$ cat src/arith_params.svh
`ifndef ARITH_PARAMS_SVH
`define ARITH_PARAMS_SVH

// register byte offsets
`define OFS_CMD      8'h00
`define OFS_LOAD     8'h04
`define OFS_ACC      8'h08
`define OFS_TOP      8'h0c
`define OFS_FLAGS    8'h10

// field positions in the status and command words
`define FLAGS_MSB    8
`define BUSY_BIT     16
`define OP_MSB       2

// reset values
`define ACC_RST      32'h0000_0000
`define STK_RST      32'h0000_0000
`define FLAGS_RST    9'h000

// divide step count and stack depth
`define DIV_STEPS    6'h20
`define STK_DEPTH    8

`endif

$ cat src/arith_pkg.sv
package arith_pkg;

    typedef enum logic [2:0] {
        OP_NOP = 3'h0,
        OP_ADD = 3'h1,
        OP_SUB = 3'h2,
        OP_MUL = 3'h3,
        OP_DIV = 3'h4
    } op_t;

    typedef enum logic {
        ST_IDLE = 1'b0,
        ST_DIV  = 1'b1
    } state_t;

    typedef struct packed {
        logic range_err_flag;
        logic invalid_digit_flag;
        logic signed_overflow_flag;
        logic negative_result_flag;
        logic full_width_carry_flag;
        logic low_half_carry_flag;
        logic full_width_borrow_flag;
        logic low_half_borrow_flag;
        logic zero_result_flag;
    } flags_t;

endpackage

$ cat src/restoring_divider.sv
`timescale 1ns/1ps
`include "arith_params.svh"

module restoring_divider (
    input  wire logic        clk_i,
    input  wire logic        rst_i,
    input  wire logic        start_i,
    input  wire logic [31:0] dividend_i,
    input  wire logic [15:0] divisor_i,
    output logic             busy_o,
    output logic             done_o,
    output logic [31:0]      quot_o,
    output logic [15:0]      rem_o
);
    logic [5:0]  cnt_r;
    logic [15:0] dsr_r;
    logic [16:0] rem_sh;
    logic [16:0] trial;

    // one quotient bit per clock keeps the adder 17 bits wide
    assign rem_sh = {rem_o, quot_o[31]};
    assign trial  = rem_sh - {1'b0, dsr_r};

    always_ff @(posedge clk_i) begin
        if (rst_i) begin
            busy_o <= 1'b0;
            done_o <= 1'b0;
            cnt_r  <= 6'h00;
            dsr_r  <= 16'h0000;
            quot_o <= 32'h0000_0000;
            rem_o  <= 16'h0000;
        end else begin
            done_o <= 1'b0;
            if (!busy_o && start_i) begin
                busy_o <= 1'b1;
                cnt_r  <= 6'h00;
                dsr_r  <= divisor_i;
                quot_o <= dividend_i;
                rem_o  <= 16'h0000;
            end else if (busy_o) begin
                if (!trial[16]) begin
                    rem_o  <= trial[15:0];
                    quot_o <= {quot_o[30:0], 1'b1};
                end else begin
                    rem_o  <= rem_sh[15:0];
                    quot_o <= {quot_o[30:0], 1'b0};
                end
                cnt_r <= cnt_r + 6'h01;
                if (cnt_r == `DIV_STEPS - 6'h01) begin
                    busy_o <= 1'b0;
                    done_o <= 1'b1;
                end
            end
        end
    end
endmodule

$ cat src/stack_arith_unit.sv
`timescale 1ns/1ps
`include "arith_params.svh"

// Summary of operation
// RQ1 - decimal divide: 8-digit accumulator by 4-digit top
// RQ2 - divide remainder replaces top level, no pop
// RQ3 - divide sets range flag on unusable divisor
// RQ4 - non-BCD operand in decimal op sets invalid flag
// RQ5 - zero flag set when accumulator result is zero
// RQ6 - sign flag set when accumulator result negative
// RQ7 - binary add: accumulator plus top into accumulator
// RQ8 - binary ops pop top, stack moves up
// RQ9 - add sets low-half carry out of bit 15
// RQ10 - add sets full carry out of bit 31
// RQ11 - signed overflow flag on wrong sign bit
// RQ12 - binary subtract: accumulator minus top into accumulator
// RQ13 - subtract sets low-half borrow flag
// RQ14 - subtract sets full-width borrow flag
// RQ15 - multiply low 16 bits of top and accumulator
// RQ16 - multiply keeps full 32-bit product
// RQ17 - flags hold until an op affecting them
// RQ18 - load pushes old accumulator onto stack
// RQ19 - eight levels, push drops deepest, pop leaves it
// RQ20 - any digit above nine is invalid

module stack_arith_unit (
    input  wire logic        clk_i,
    input  wire logic        rst_i,
    input  wire logic        cyc_i,
    input  wire logic        stb_i,
    input  wire logic        we_i,
    input  wire logic [31:0] adr_i,
    input  wire logic [3:0]  sel_i,
    input  wire logic [31:0] dat_i,
    output logic             ack_o,
    output logic [31:0]      dat_o
);
    typedef enum logic [1:0] {STK_HOLD, STK_PUSH, STK_POP, STK_TOP} stk_act_t;

    logic [31:0]          acc_r;
    logic [31:0]          acc_nxt;
    logic [31:0]          stk_r [0:`STK_DEPTH-1];
    logic [31:0]          top_nxt;
    stk_act_t             stk_act;
    arith_pkg::flags_t    flags_r;
    arith_pkg::flags_t    flags_nxt;
    arith_pkg::state_t    state_r;
    arith_pkg::op_t       op;
    logic                 ack_r;
    logic [31:0]          rd_r;
    logic [31:0]          rd_mux;
    logic                 req;
    logic                 wr_ev;
    logic                 idle;
    logic                 ld_go;
    logic                 op_go;
    logic [31:0]          ld_val;
    logic [32:0]          sum33;
    logic [16:0]          sum17;
    logic [32:0]          dif33;
    logic [31:0]          prod;
    logic                 div_ok;
    logic                 div_start;
    logic                 dv_busy;
    logic                 dv_done;
    logic [31:0]          dv_quot;
    logic [15:0]          dv_rem;
    logic [15:0]          dv_dsr;

    function automatic logic bcd_ok(input logic [31:0] v);
        logic ok;
        ok = 1'b1;
        for (int i = 0; i < 8; i++) begin
            if (v[4*i +: 4] > 4'h9) begin
                ok = 1'b0;
            end
        end
        return ok;
    endfunction

    function automatic logic [31:0] bcd_to_bin(input logic [31:0] v);
        logic [31:0] acc;
        acc = 32'h0000_0000;
        for (int i = 7; i >= 0; i--) begin
            acc = 32'((acc << 3) + (acc << 1) + {28'h0000000, v[4*i +: 4]});
        end
        return acc;
    endfunction

    // quotient never exceeds eight digits, so dropped top carries are zero
    function automatic logic [31:0] bin_to_bcd(input logic [31:0] v);
        logic [31:0] bcd;
        bcd = 32'h0000_0000;
        for (int i = 31; i >= 0; i--) begin
            for (int d = 0; d < 8; d++) begin
                if (bcd[4*d +: 4] > 4'h4) begin
                    bcd[4*d +: 4] = bcd[4*d +: 4] + 4'h3;
                end
            end
            bcd = {bcd[30:0], v[i]};
        end
        return bcd;
    endfunction

    // bus: ack one cycle after the request, write acts on the ack edge
    assign req   = cyc_i && stb_i;
    assign wr_ev = req && we_i && ack_r;
    assign idle  = (state_r == arith_pkg::ST_IDLE);
    assign op    = arith_pkg::op_t'(dat_i[`OP_MSB:0]);
    // writes while a divide runs are acked but ignored; reads are served
    assign ld_go = wr_ev && idle && (adr_i[7:0] == `OFS_LOAD);
    assign op_go = wr_ev && idle && sel_i[0] && (adr_i[7:0] == `OFS_CMD);

    always_comb begin
        for (int i = 0; i < 4; i++) begin
            ld_val[8*i +: 8] = sel_i[i] ? dat_i[8*i +: 8] : 8'h00;
        end
    end

    always_comb begin
        rd_mux = 32'h0000_0000;
        unique case (adr_i[7:0])
            `OFS_ACC:   rd_mux = acc_r;
            `OFS_TOP:   rd_mux = stk_r[0];
            `OFS_FLAGS: begin
                rd_mux[`FLAGS_MSB:0] = flags_r;
                rd_mux[`BUSY_BIT]    = !idle;
            end
            default:    rd_mux = 32'h0000_0000;
        endcase
    end

    always_ff @(posedge clk_i) begin
        if (rst_i) begin
            ack_r <= 1'b0;
            rd_r  <= 32'h0000_0000;
        end else begin
            ack_r <= req && !ack_r;
            if (req && !ack_r) begin
                rd_r <= rd_mux;
            end
        end
    end

    assign ack_o = ack_r;
    assign dat_o = rd_r;

    // datapath
    assign sum33 = {1'b0, acc_r} + {1'b0, stk_r[0]};                  // RQ7
    assign sum17 = {1'b0, acc_r[15:0]} + {1'b0, stk_r[0][15:0]};
    assign dif33 = {1'b0, acc_r} - {1'b0, stk_r[0]};                  // RQ12
    assign prod  = {16'h0000, acc_r[15:0]} * {16'h0000, stk_r[0][15:0]}; // RQ15
    // divisor must be 1..9999, i.e. upper four digits clear
    assign div_ok    = bcd_ok(acc_r) && bcd_ok(stk_r[0]) && (stk_r[0][31:16] == 16'h0000)
                       && (stk_r[0][15:0] != 16'h0000);
    assign div_start = op_go && (op == arith_pkg::OP_DIV) && div_ok;
    // a legal divisor is at most 9999, so the cut drops only zeros
    assign dv_dsr    = 16'(bcd_to_bin(stk_r[0]));

    restoring_divider u_div (
        .clk_i      (clk_i),
        .rst_i      (rst_i),
        .start_i    (div_start),
        .dividend_i (bcd_to_bin(acc_r)),                             // RQ1
        .divisor_i  (dv_dsr),
        .busy_o     (dv_busy),
        .done_o     (dv_done),
        .quot_o     (dv_quot),
        .rem_o      (dv_rem)
    );

    always_comb begin
        acc_nxt   = acc_r;
        top_nxt   = stk_r[0];
        stk_act   = STK_HOLD;
        flags_nxt = flags_r;                                          // RQ17
        if (dv_done) begin
            acc_nxt = bin_to_bcd(dv_quot);                            // RQ1
            top_nxt = bin_to_bcd({16'h0000, dv_rem});
            stk_act = STK_TOP;                                        // RQ2
            flags_nxt.zero_result_flag     = (dv_quot == 32'h0000_0000);
            flags_nxt.negative_result_flag = 1'b0;
        end else if (ld_go) begin
            acc_nxt = ld_val;
            stk_act = STK_PUSH;                                       // RQ18
        end else if (op_go) begin
            unique case (op)
                arith_pkg::OP_ADD: begin
                    acc_nxt = sum33[31:0];
                    stk_act = STK_POP;                                // RQ8
                    flags_nxt.low_half_carry_flag   = sum17[16];      // RQ9
                    flags_nxt.full_width_carry_flag = sum33[32];      // RQ10
                    flags_nxt.signed_overflow_flag  = (acc_r[31] == stk_r[0][31])
                                                      && (sum33[31] != acc_r[31]); // RQ11
                end
                arith_pkg::OP_SUB: begin
                    acc_nxt = dif33[31:0];
                    stk_act = STK_POP;                                // RQ8
                    flags_nxt.low_half_borrow_flag   = acc_r[15:0] < stk_r[0][15:0]; // RQ13
                    flags_nxt.full_width_borrow_flag = dif33[32];     // RQ14
                    flags_nxt.signed_overflow_flag   = (acc_r[31] != stk_r[0][31])
                                                       && (dif33[31] != acc_r[31]); // RQ11
                end
                arith_pkg::OP_MUL: begin
                    acc_nxt = prod;                                   // RQ16
                    stk_act = STK_POP;                                // RQ8
                end
                arith_pkg::OP_DIV: begin
                    flags_nxt.invalid_digit_flag = !(bcd_ok(acc_r) && bcd_ok(stk_r[0])); // RQ4 RQ20
                    flags_nxt.range_err_flag     = (stk_r[0][31:16] != 16'h0000)
                                                   || (stk_r[0][15:0] == 16'h0000); // RQ3
                end
                default: begin
                end
            endcase
            if (op == arith_pkg::OP_ADD || op == arith_pkg::OP_SUB || op == arith_pkg::OP_MUL) begin
                flags_nxt.zero_result_flag     = (acc_nxt == 32'h0000_0000); // RQ5
                flags_nxt.negative_result_flag = acc_nxt[31];         // RQ6
            end
        end
    end

    always_ff @(posedge clk_i) begin
        if (rst_i) begin
            acc_r   <= `ACC_RST;
            flags_r <= `FLAGS_RST;
        end else begin
            acc_r   <= acc_nxt;
            flags_r <= flags_nxt;
        end
    end

    // pop keeps the deepest level as is; its value is not defined to users
    always_ff @(posedge clk_i) begin
        if (rst_i) begin
            for (int i = 0; i < `STK_DEPTH; i++) begin
                stk_r[i] <= `STK_RST;
            end
        end else begin
            unique case (stk_act)
                STK_PUSH: begin
                    stk_r[0] <= acc_r;                                // RQ18
                    for (int i = 1; i < `STK_DEPTH; i++) begin
                        stk_r[i] <= stk_r[i-1];                       // RQ19
                    end
                end
                STK_POP: begin
                    for (int i = 0; i < `STK_DEPTH-1; i++) begin
                        stk_r[i] <= stk_r[i+1];                       // RQ8
                    end
                end
                STK_TOP:  stk_r[0] <= top_nxt;                        // RQ2
                STK_HOLD: begin
                end
            endcase
        end
    end

    always_ff @(posedge clk_i) begin
        if (rst_i) begin
            state_r <= arith_pkg::ST_IDLE;
        end else if (div_start) begin
            state_r <= arith_pkg::ST_DIV;
        end else if (dv_done) begin
            state_r <= arith_pkg::ST_IDLE;
        end
    end

    // checking
    logic [31:0] chk_a_r;
    logic [31:0] chk_b_r;
    logic        add_go;
    logic        sub_go;
    logic        mul_go;
    assign add_go = op_go && (op == arith_pkg::OP_ADD);
    assign sub_go = op_go && (op == arith_pkg::OP_SUB);
    assign mul_go = op_go && (op == arith_pkg::OP_MUL);

    always_ff @(posedge clk_i) begin
        if (div_start) begin
            chk_a_r <= bcd_to_bin(acc_r);
            chk_b_r <= bcd_to_bin(stk_r[0]);
        end
    end
endmodule

$ cat config.mk
export PLATFORM = sky130hd
export DESIGN_NAME = stack_arith_unit
export DESIGN_NICKNAME = d
export VERILOG_FILES = /design/src/arith_pkg.sv /design/src/restoring_divider.sv /design/src/stack_arith_unit.sv
export VERILOG_INCLUDE_DIRS = /design/src
export SDC_FILE = /design/constraint.sdc
export NUM_CORES = 2
export LEC_CHECK = 0
export BUFFER_PORTS_ARGS = -buffer_cell sky130_fd_sc_hd__buf_2
export CORE_AREA = 2 2 459 461
export CTS_CLUSTER_SIZE = 8
export DETAILED_ROUTE_END_ITERATION = 16
export DIE_AREA = 0 0 461 463
export PLACE_DENSITY = 0.54
export SETUP_SLACK_MARGIN = 0.3
export SLEW_MARGIN = 0
export SYNTH_ARGS = -nofsm -noshare
export SYNTH_HDL_FRONTEND = slang
export SYNTH_SLANG_ARGS = --single-unit
$ cat constraint.sdc
create_clock -name clk_i -period 25.3 [get_ports clk_i]
set_clock_uncertainty 0.15 [all_clocks]
set_input_delay 1.265 -clock clk_i [delete_from_list [all_inputs] [get_ports clk_i]]
set_output_delay 1.265 -clock clk_i [all_outputs]
set_load 0.01 [all_outputs]
Word level (Yosys, flattened, before mapping)
Memory sizes are Yosys's and may differ from the RTL's.
Index checks and enable logic that the tools add are counted.
{ "classes": {"n_addsub": 216, "mul": 1, "order_cmp": 200, "eq_ne": 17, "mux": 439, "bitwise": 20, "reduce_logical": 46} }
{ "ops": {"columns": ["operator", "n"], "rows": [
  ["4-bit 2-to-1 mux", 338],
  ["32-bit 2-to-1 mux", 25],
  ["4-bit by 3-bit > comparator with 1-bit output, second input constant", 170],
  ["4-bit by 2-bit adder with 4-bit output, second input constant", 163],
  ["32-bit one-hot mux with 3 select lines", 1],
  ["4-bit > comparator, second input constant", 16],
  ["32-bit logical NOT", 2],
  ["3-bit by 2-bit adder with 4-bit output, second input constant", 12],
  ["1-bit 2-to-1 mux", 46],
  ["3-bit 2-to-1 mux", 15],
  ["3-bit > comparator, second input constant", 13],
  ["32-bit by 32-bit adder with 33-bit output", 1],
  ["32-bit by 32-bit subtractor with 33-bit output", 1],
  ["32-bit adder", 1],
  ["32-bit by 4-bit adder with 32-bit output", 1],
  ["16-bit logical NOT", 2],
  ["16-bit by 16-bit multiplier with 32-bit output", 1],
  ["8-bit 2-to-1 mux", 4],
  ["16-bit nonzero test", 2],
  ["31-bit by 30-bit adder with 31-bit output", 1],
  ["31-bit by 4-bit adder with 31-bit output", 1],
  ["15-bit one-hot mux with 2 select lines", 1],
  ["28-bit by 4-bit adder with 29-bit output", 1],
  ["27-bit by 25-bit adder with 28-bit output", 1],
  ["other kinds (55)", 120]
]} }
{ "totals": {"regBits": 147, "mem_bits_rw": 256, "inputBits": 73, "output_inout_bits": 33, "wordCells": 959, "memories": 1} }
{ "mem_list": {"columns": ["memory", "depth", "word_bits", "read_ports", "rd_clocked_by_memory_dff", "wr", "line", "text"], "rows": [
  ["stk_r", 8, 32, 8, 0, 8, "stack_arith_unit.sv:42", "logic [31:0] stk_r [0:`STK_DEPTH-1];"]
]} }

Logic depth before layout (Yosys ltp)
{ "depth": {"depth_word": 87, "mapped_depth": 94, "mapped_depth_nobuf": 85} }

Hierarchy
A second synthesis with hierarchy kept.
{ "unflattened": {"hier_cells": 7862, "hier_area_um2": 63324.5} }
{ "modules_own_cells": {"columns": ["module", "instances", "cells_each", "area_each_um2", "seq_area_each_um2"], "rows": [
  ["stack_arith_unit", 1, 7371, 59389.5, 8868.5],
  ["restoring_divider", 1, 491, 3935.0, 1441.4]
]} }

Worst setup path before layout
Ideal clock, no wire load.
{ "synth_path": {"path_kind": "register -> register", "from": "register u_div.quot_o[29]", "to": "register acc_r[14]", "arrival_time_ps": 17259, "required_time_ps": 25058, "slack_ps": 7799, "path_stages_with_launch": 83, "path_cell_list": "dfxtp_1 buf_4 inv_1 ha_1 inv_1 ha_1 buf_6 xor2_4 mux2_2 nand3_1 nor3_1 or4_1 buf_4 nand3_1 o32ai_1 o32ai_2 buf_2 buf_2 [47 not listed] ha_1 inv_1 a21boi_0 xnor2_1 ha_1 inv_1 a21oi_1 mux2i_1 a21o_1 mux2i_1 a21boi_0 mux4_2 nor2_1 ha_1 inv_1 a21boi_0 mux2_2 o32ai_1"} }
{ "synth_between": {"elab_chain_cells": 87, "elab_cells_between_ends": 368, "classes_between": "add/sub (92); order compare (92); mux (184)"} }
{ "synth_rtl": {"columns": ["element", "line", "text"], "rows": [
  ["start: declaration", "restoring_divider.sv:12", "output logic [31:0] quot_o,"],
  ["start signal: assignment", "restoring_divider.sv:38", "quot_o <= dividend_i;"],
  ["start signal: assignment", "restoring_divider.sv:43", "quot_o <= {quot_o[30:0], 1'b1};"],
  ["start signal: assignment", "restoring_divider.sv:46", "quot_o <= {quot_o[30:0], 1'b0};"],
  ["3-bit by 2-bit adder with 4-bit output / 3-bit > comparator (equally long branches)", "stack_arith_unit.sv:97, stack_arith_unit.sv:96", null],
  ["4-bit 2-to-1 mux (*)", "stack_arith_unit.sv:96", "if (bcd[4*d +: 4] > 4'h4) begin"],
  ["4-bit 2-to-1 mux (*)", "stack_arith_unit.sv:177", "if (dv_done) begin"],
  ["4-bit by 2-bit adder with 4-bit output / 4-bit by 3-bit > comparator with 1-bit output (equally long branches)", "stack_arith_unit.sv:97, stack_arith_unit.sv:96", null],
  ["4-bit 2-to-1 mux", "stack_arith_unit.sv:96", null],
  ["4-bit 2-to-1 mux", "stack_arith_unit.sv:177", null],
  ["4-bit by 2-bit adder with 4-bit output / 4-bit by 3-bit > comparator with 1-bit output (equally long branches)", "stack_arith_unit.sv:97, stack_arith_unit.sv:96", null],
  ["4-bit 2-to-1 mux", "stack_arith_unit.sv:96", null],
  ["[71 not listed]", null, null],
  ["4-bit 2-to-1 mux", "stack_arith_unit.sv:96", null],
  ["4-bit 2-to-1 mux", "stack_arith_unit.sv:177", null],
  ["4-bit by 2-bit adder with 4-bit output / 4-bit by 3-bit > comparator with 1-bit output (equally long branches)", "stack_arith_unit.sv:97, stack_arith_unit.sv:96", null],
  ["4-bit 2-to-1 mux", "stack_arith_unit.sv:96", null],
  ["4-bit 2-to-1 mux", "stack_arith_unit.sv:177", null],
  ["4-bit by 2-bit adder with 4-bit output / 4-bit by 3-bit > comparator with 1-bit output (equally long branches)", "stack_arith_unit.sv:97, stack_arith_unit.sv:96", null],
  ["4-bit 2-to-1 mux (*)", "stack_arith_unit.sv:96", null],
  ["32-bit 2-to-1 mux (*)", "stack_arith_unit.sv:177", null],
  ["end signal: assignment", "stack_arith_unit.sv:225", "acc_r <= `ACC_RST;"],
  ["end signal: assignment", "stack_arith_unit.sv:228", "acc_r <= acc_nxt;"],
  ["end: declaration", "stack_arith_unit.sv:40", "logic [31:0] acc_r;"]
]} }
Mark *: on every way between the ends. The rest lies on a longest branch, timed or not. The select of a mux whose other input is x is not followed.
A chain may end at the register's enable or synchronous reset.

Final worst setup path
{ "layout_path": {"from": "register u_div.quot_o[29]", "to": "register acc_r[29]"} }
{ "layout_between": {"elab_chain_cells": 87, "elab_cells_between_ends": 480, "classes_between": "add/sub (120); order compare (120); mux (240)"} }
{ "layout_rtl": {"columns": ["element", "line", "text"], "rows": [
  ["3-bit by 2-bit adder with 4-bit output / 3-bit > comparator (equally long branches)", "stack_arith_unit.sv:97, stack_arith_unit.sv:96", null],
  ["4-bit 2-to-1 mux (*)", "stack_arith_unit.sv:96", null],
  ["4-bit 2-to-1 mux (*)", "stack_arith_unit.sv:177", null],
  ["4-bit by 2-bit adder with 4-bit output / 4-bit by 3-bit > comparator with 1-bit output (equally long branches)", "stack_arith_unit.sv:97, stack_arith_unit.sv:96", null],
  ["4-bit 2-to-1 mux", "stack_arith_unit.sv:96", null],
  ["4-bit 2-to-1 mux", "stack_arith_unit.sv:177", null],
  ["4-bit by 2-bit adder with 4-bit output / 4-bit by 3-bit > comparator with 1-bit output (equally long branches)", "stack_arith_unit.sv:97, stack_arith_unit.sv:96", null],
  ["4-bit 2-to-1 mux", "stack_arith_unit.sv:96", null],
  ["[71 not listed]", null, null],
  ["4-bit 2-to-1 mux / 3-bit 2-to-1 mux (equally long branches)", "stack_arith_unit.sv:96", null],
  ["4-bit 2-to-1 mux / 3-bit 2-to-1 mux (equally long branches)", "stack_arith_unit.sv:177", null],
  ["4-bit by 2-bit adder with 4-bit output (tied with other cells)", "stack_arith_unit.sv:97", "bcd[4*d +: 4] = bcd[4*d +: 4] + 4'h3;"],
  ["4-bit 2-to-1 mux / 3-bit 2-to-1 mux (equally long branches)", "stack_arith_unit.sv:96", null],
  ["4-bit 2-to-1 mux / 3-bit 2-to-1 mux (equally long branches)", "stack_arith_unit.sv:177", null],
  ["4-bit by 3-bit > comparator with 1-bit output / 3-bit by 2-bit adder with 3-bit output (equally long branches)", "stack_arith_unit.sv:96, stack_arith_unit.sv:97", null],
  ["3-bit 2-to-1 mux (*)", "stack_arith_unit.sv:96", null],
  ["32-bit 2-to-1 mux (*)", "stack_arith_unit.sv:177", null]
]} }
Marks and branches as above.

==> flow_summary.ini <==
[outcome]
status = completed

[clock_network]
clock_latency_ns = 0.69
clkTransAtPathRegs_ns = 0.06
root_buffer = clkbuf_16
cts_resized = 0
hold_buffers = 0
clock_sinks = 403
cts_tree = done
post-cts-setup-buffer-count = 0
clk_path_buf_depth = 3
numCtsBuffers = 58
ctsHtreeMaxLevel = 2

[route]
drc = 0
via_per_inst = 5.70
totalWireLength_microns = 201000
vias = 61500
first_pass_iters = 9
routedWlPerCell_microns = 18.6
drtIter0Drc = 5489
ant_nets = 0

[place]
routabilityCongestion = 0.927
dpl.cell_count = 10700
dpl.hpwl_microns = 148000
port_buffers = 81

[timing]
fin_crit_sh = 0.878
max_freq_ghz = 0.0450
drv_slew = 0
tns_ns = 0
setup_viol = 0
whs_ns = 0.299
relSlewSlack = 0.0685
finalCriticalPeriod_ns = 22.21
worst_slew_pin_slew_ns = 1.40
rsz0062_at_grt = false
finalHoldViolations = 0

[floorplanning]
rows = 168
boundaryPins = 106
floorplan.initialDensity = 0.309
dieHeight_microns = 463
die_area_sq_um = 213000
core-area_sq_um = 209000
die_x_microns = 461

[cells_and_area]
nNetsFinal = 8931
area_delta_synth_final_pct = 7.28
drive_gt1_frac = 0.0719
multiInputGateArea_sq_um = 49700
final_common_cell = nor2_1
finalNonFillerCells = 10800
fin_util = 0.331
layout_common_cells = 700 x nor2_1, 696 x ha_1, 691 x a21oi_1, 684 x nand2_1, 638 x inv_1
ff_latch_area_sq_um = 10300
fillers = 22100

[setup_path]
reg2reg_depth = 69
arrival_ns = 22.56
cp_data_required_time_ns = 25.66
path_class = reg -> reg
worstPathMaxFanout = 17
cp-start-kind = register
crit_top_cell = inv_1
critical_path.max_stage_delay_ns = 0.94
critPathSlowestCell = xnor2_1
end_kind = register

[pwr]
comb_power_share = 0.863
p_int_mw = 5.61
switchingPower_mw = 5.19
switching_share = 0.481
leakagePower_nw = 28.9
pwr-share-clk = 0.070
powerDensity_nw_per_um2 = 156
power_frac_seq = 0.066
ir_drop_mv = 1.14
power_mw = 10.8

[logic_synthesis]
ys_ff_latch = 403
synth-main-ff-cell = edfxtp_1
synth.avg_cell_area_sq_um = 7.89
syn_nets = 9147
syn_inst = 8153
ys_types = 141
syn_area_sq_um = 64300
synth-edff-count = 224
yosysTopAreaCell = ha_1
synth-seq-area-share = 0.160
synth_top_area_share = 0.135
yosysWarnings = 0
async_flop_share = 0
synth.area.top_cells = ha_1 14%, edfxtp_1 10%, fa_1 7.0%, dfxtp_1 5.6%, a21oi_1 5.4%

[min_path]
whs_path_depth = 2
holdCritPathClass = reg -> reg

[global_route]
track_usage = 0.180
grt-ovfl-total = 0
grt_start_max_net_pins = 225
antenna_found_initial = 5
grt_pass1_wl_microns = 320000
first_global_vias = 58500

[job]
cap_violations = 0
==> cell type report <==
class                   count  area share
repair buffers            199      0.0192
multi-input cells        6627       0.720
inverters                 648      0.0352
well taps                2805      0.0508
clock buffers              96      0.0238
clock inverters             6     0.00152
flip-flops and latches    403       0.149
diodes                      2   0.0000725
==> worst max-delay path, delay by kind of cell (launching register included) <==
family | cells | cell delay [ns]
fa+ha+maj | 7 | 1.92
mux | 5 | 1.30
buf+inv | 9 | 1.36
simple gates | 18 | 5.24
xor+xnor | 3 | 1.89
compound gates | 27 | 9.58
flops | 1 | 0.54
==> registers in the layout (all words and copies together) (netlist names) <==
signal	cells
u_div.dsr_r	16
flags_r	9
u_div.done_o	1
u_div.rem_o	16
stk_r	256
u_div.cnt_r	6
dat_o	32
state_r	1
ack_o	1
u_div.busy_o	1
acc_r	32
u_div.quot_o	32
==> cell families after synthesis <==
| logic type | count (synthesis) | synth area share |
|---|---|---|
| xor gates and xnor gates | 410 | 0.0576 |
| AOI/OAI and AO/OA | 2680 | 0.293 |
| DFF | 403 | 0.160 |
| buffers and inverters | 1123 | 0.0689 |
| muxes | 231 | 0.0383 |
| adders and majority gates | 931 | 0.207 |
| and+or+nand+nor | 2375 | 0.175 |
==> stage by stage <==
stage	area [sq um]	setup slack [ns]
2_1_floorplan	64300	7.80
3_3_place_gp	67300	3.87
3_5_place_dp	67300	3.58
4_1_cts	69000	3.48
5_1_grt	69000	1.20
6_report	69000	3.09
==> final timing paths <==
| kind | start | to | slack [ns] |
|---|---|---|---|
| min reg2reg | dat_o[14] | dat_o[14] | 0.30 |
| max reg2reg | u_div.quot_o[29] | acc_r[29] | 3.09 |
| min | dat_o[14] | dat_o[14] | 0.30 |
| max | u_div.quot_o[29] | acc_r[29] | 3.09 |
==> routing by layer <==
layer	GRT usage	routed length (microns)
met5	0	0
met4	0.0519	5890
met3	0.0216	12000
met2	0.302	93500
met1	0.242	89200
==> Yosys cell counts, drive strengths merged (37+ instances only) <==
cell	count
o21ai	398
o22ai	58
dfxtp	179
inv	638
mux2	94
xnor2	297
a2111oi	42
ha	696
a21oi	698
nand2	691
a211oi	150
nor2	714
fa	225
o211ai	80
o21a	48
o21bai	154
buf	134
nand3	197
mux2i	135
nor4	75
or3	37
edfxtp	224
and3	51
a221o	45
nand2b	62
o221ai	50
a221oi	47
o31ai	44
clkbuf	341
a22o	188
a31oi	84
xor2	110
nand4	82
and2	88
a22oi	48
nor3	225
a21o	137
==> power by group through the flow <==
stage | registers (mW) | clock network (mW) | logic (mW)
final | 0.716 | 0.759 | 9.32
after global routing | 0.717 | 0.806 | 10.0
after CTS | 0.715 | 0.778 | 9.31
after detailed placement | 0.729 | 0 | 9.24
after global placement | 0.728 | 0 | 9.16
after floorplan | 0.725 | 0 | 8.06
Power figures use the tool's default switching activity.
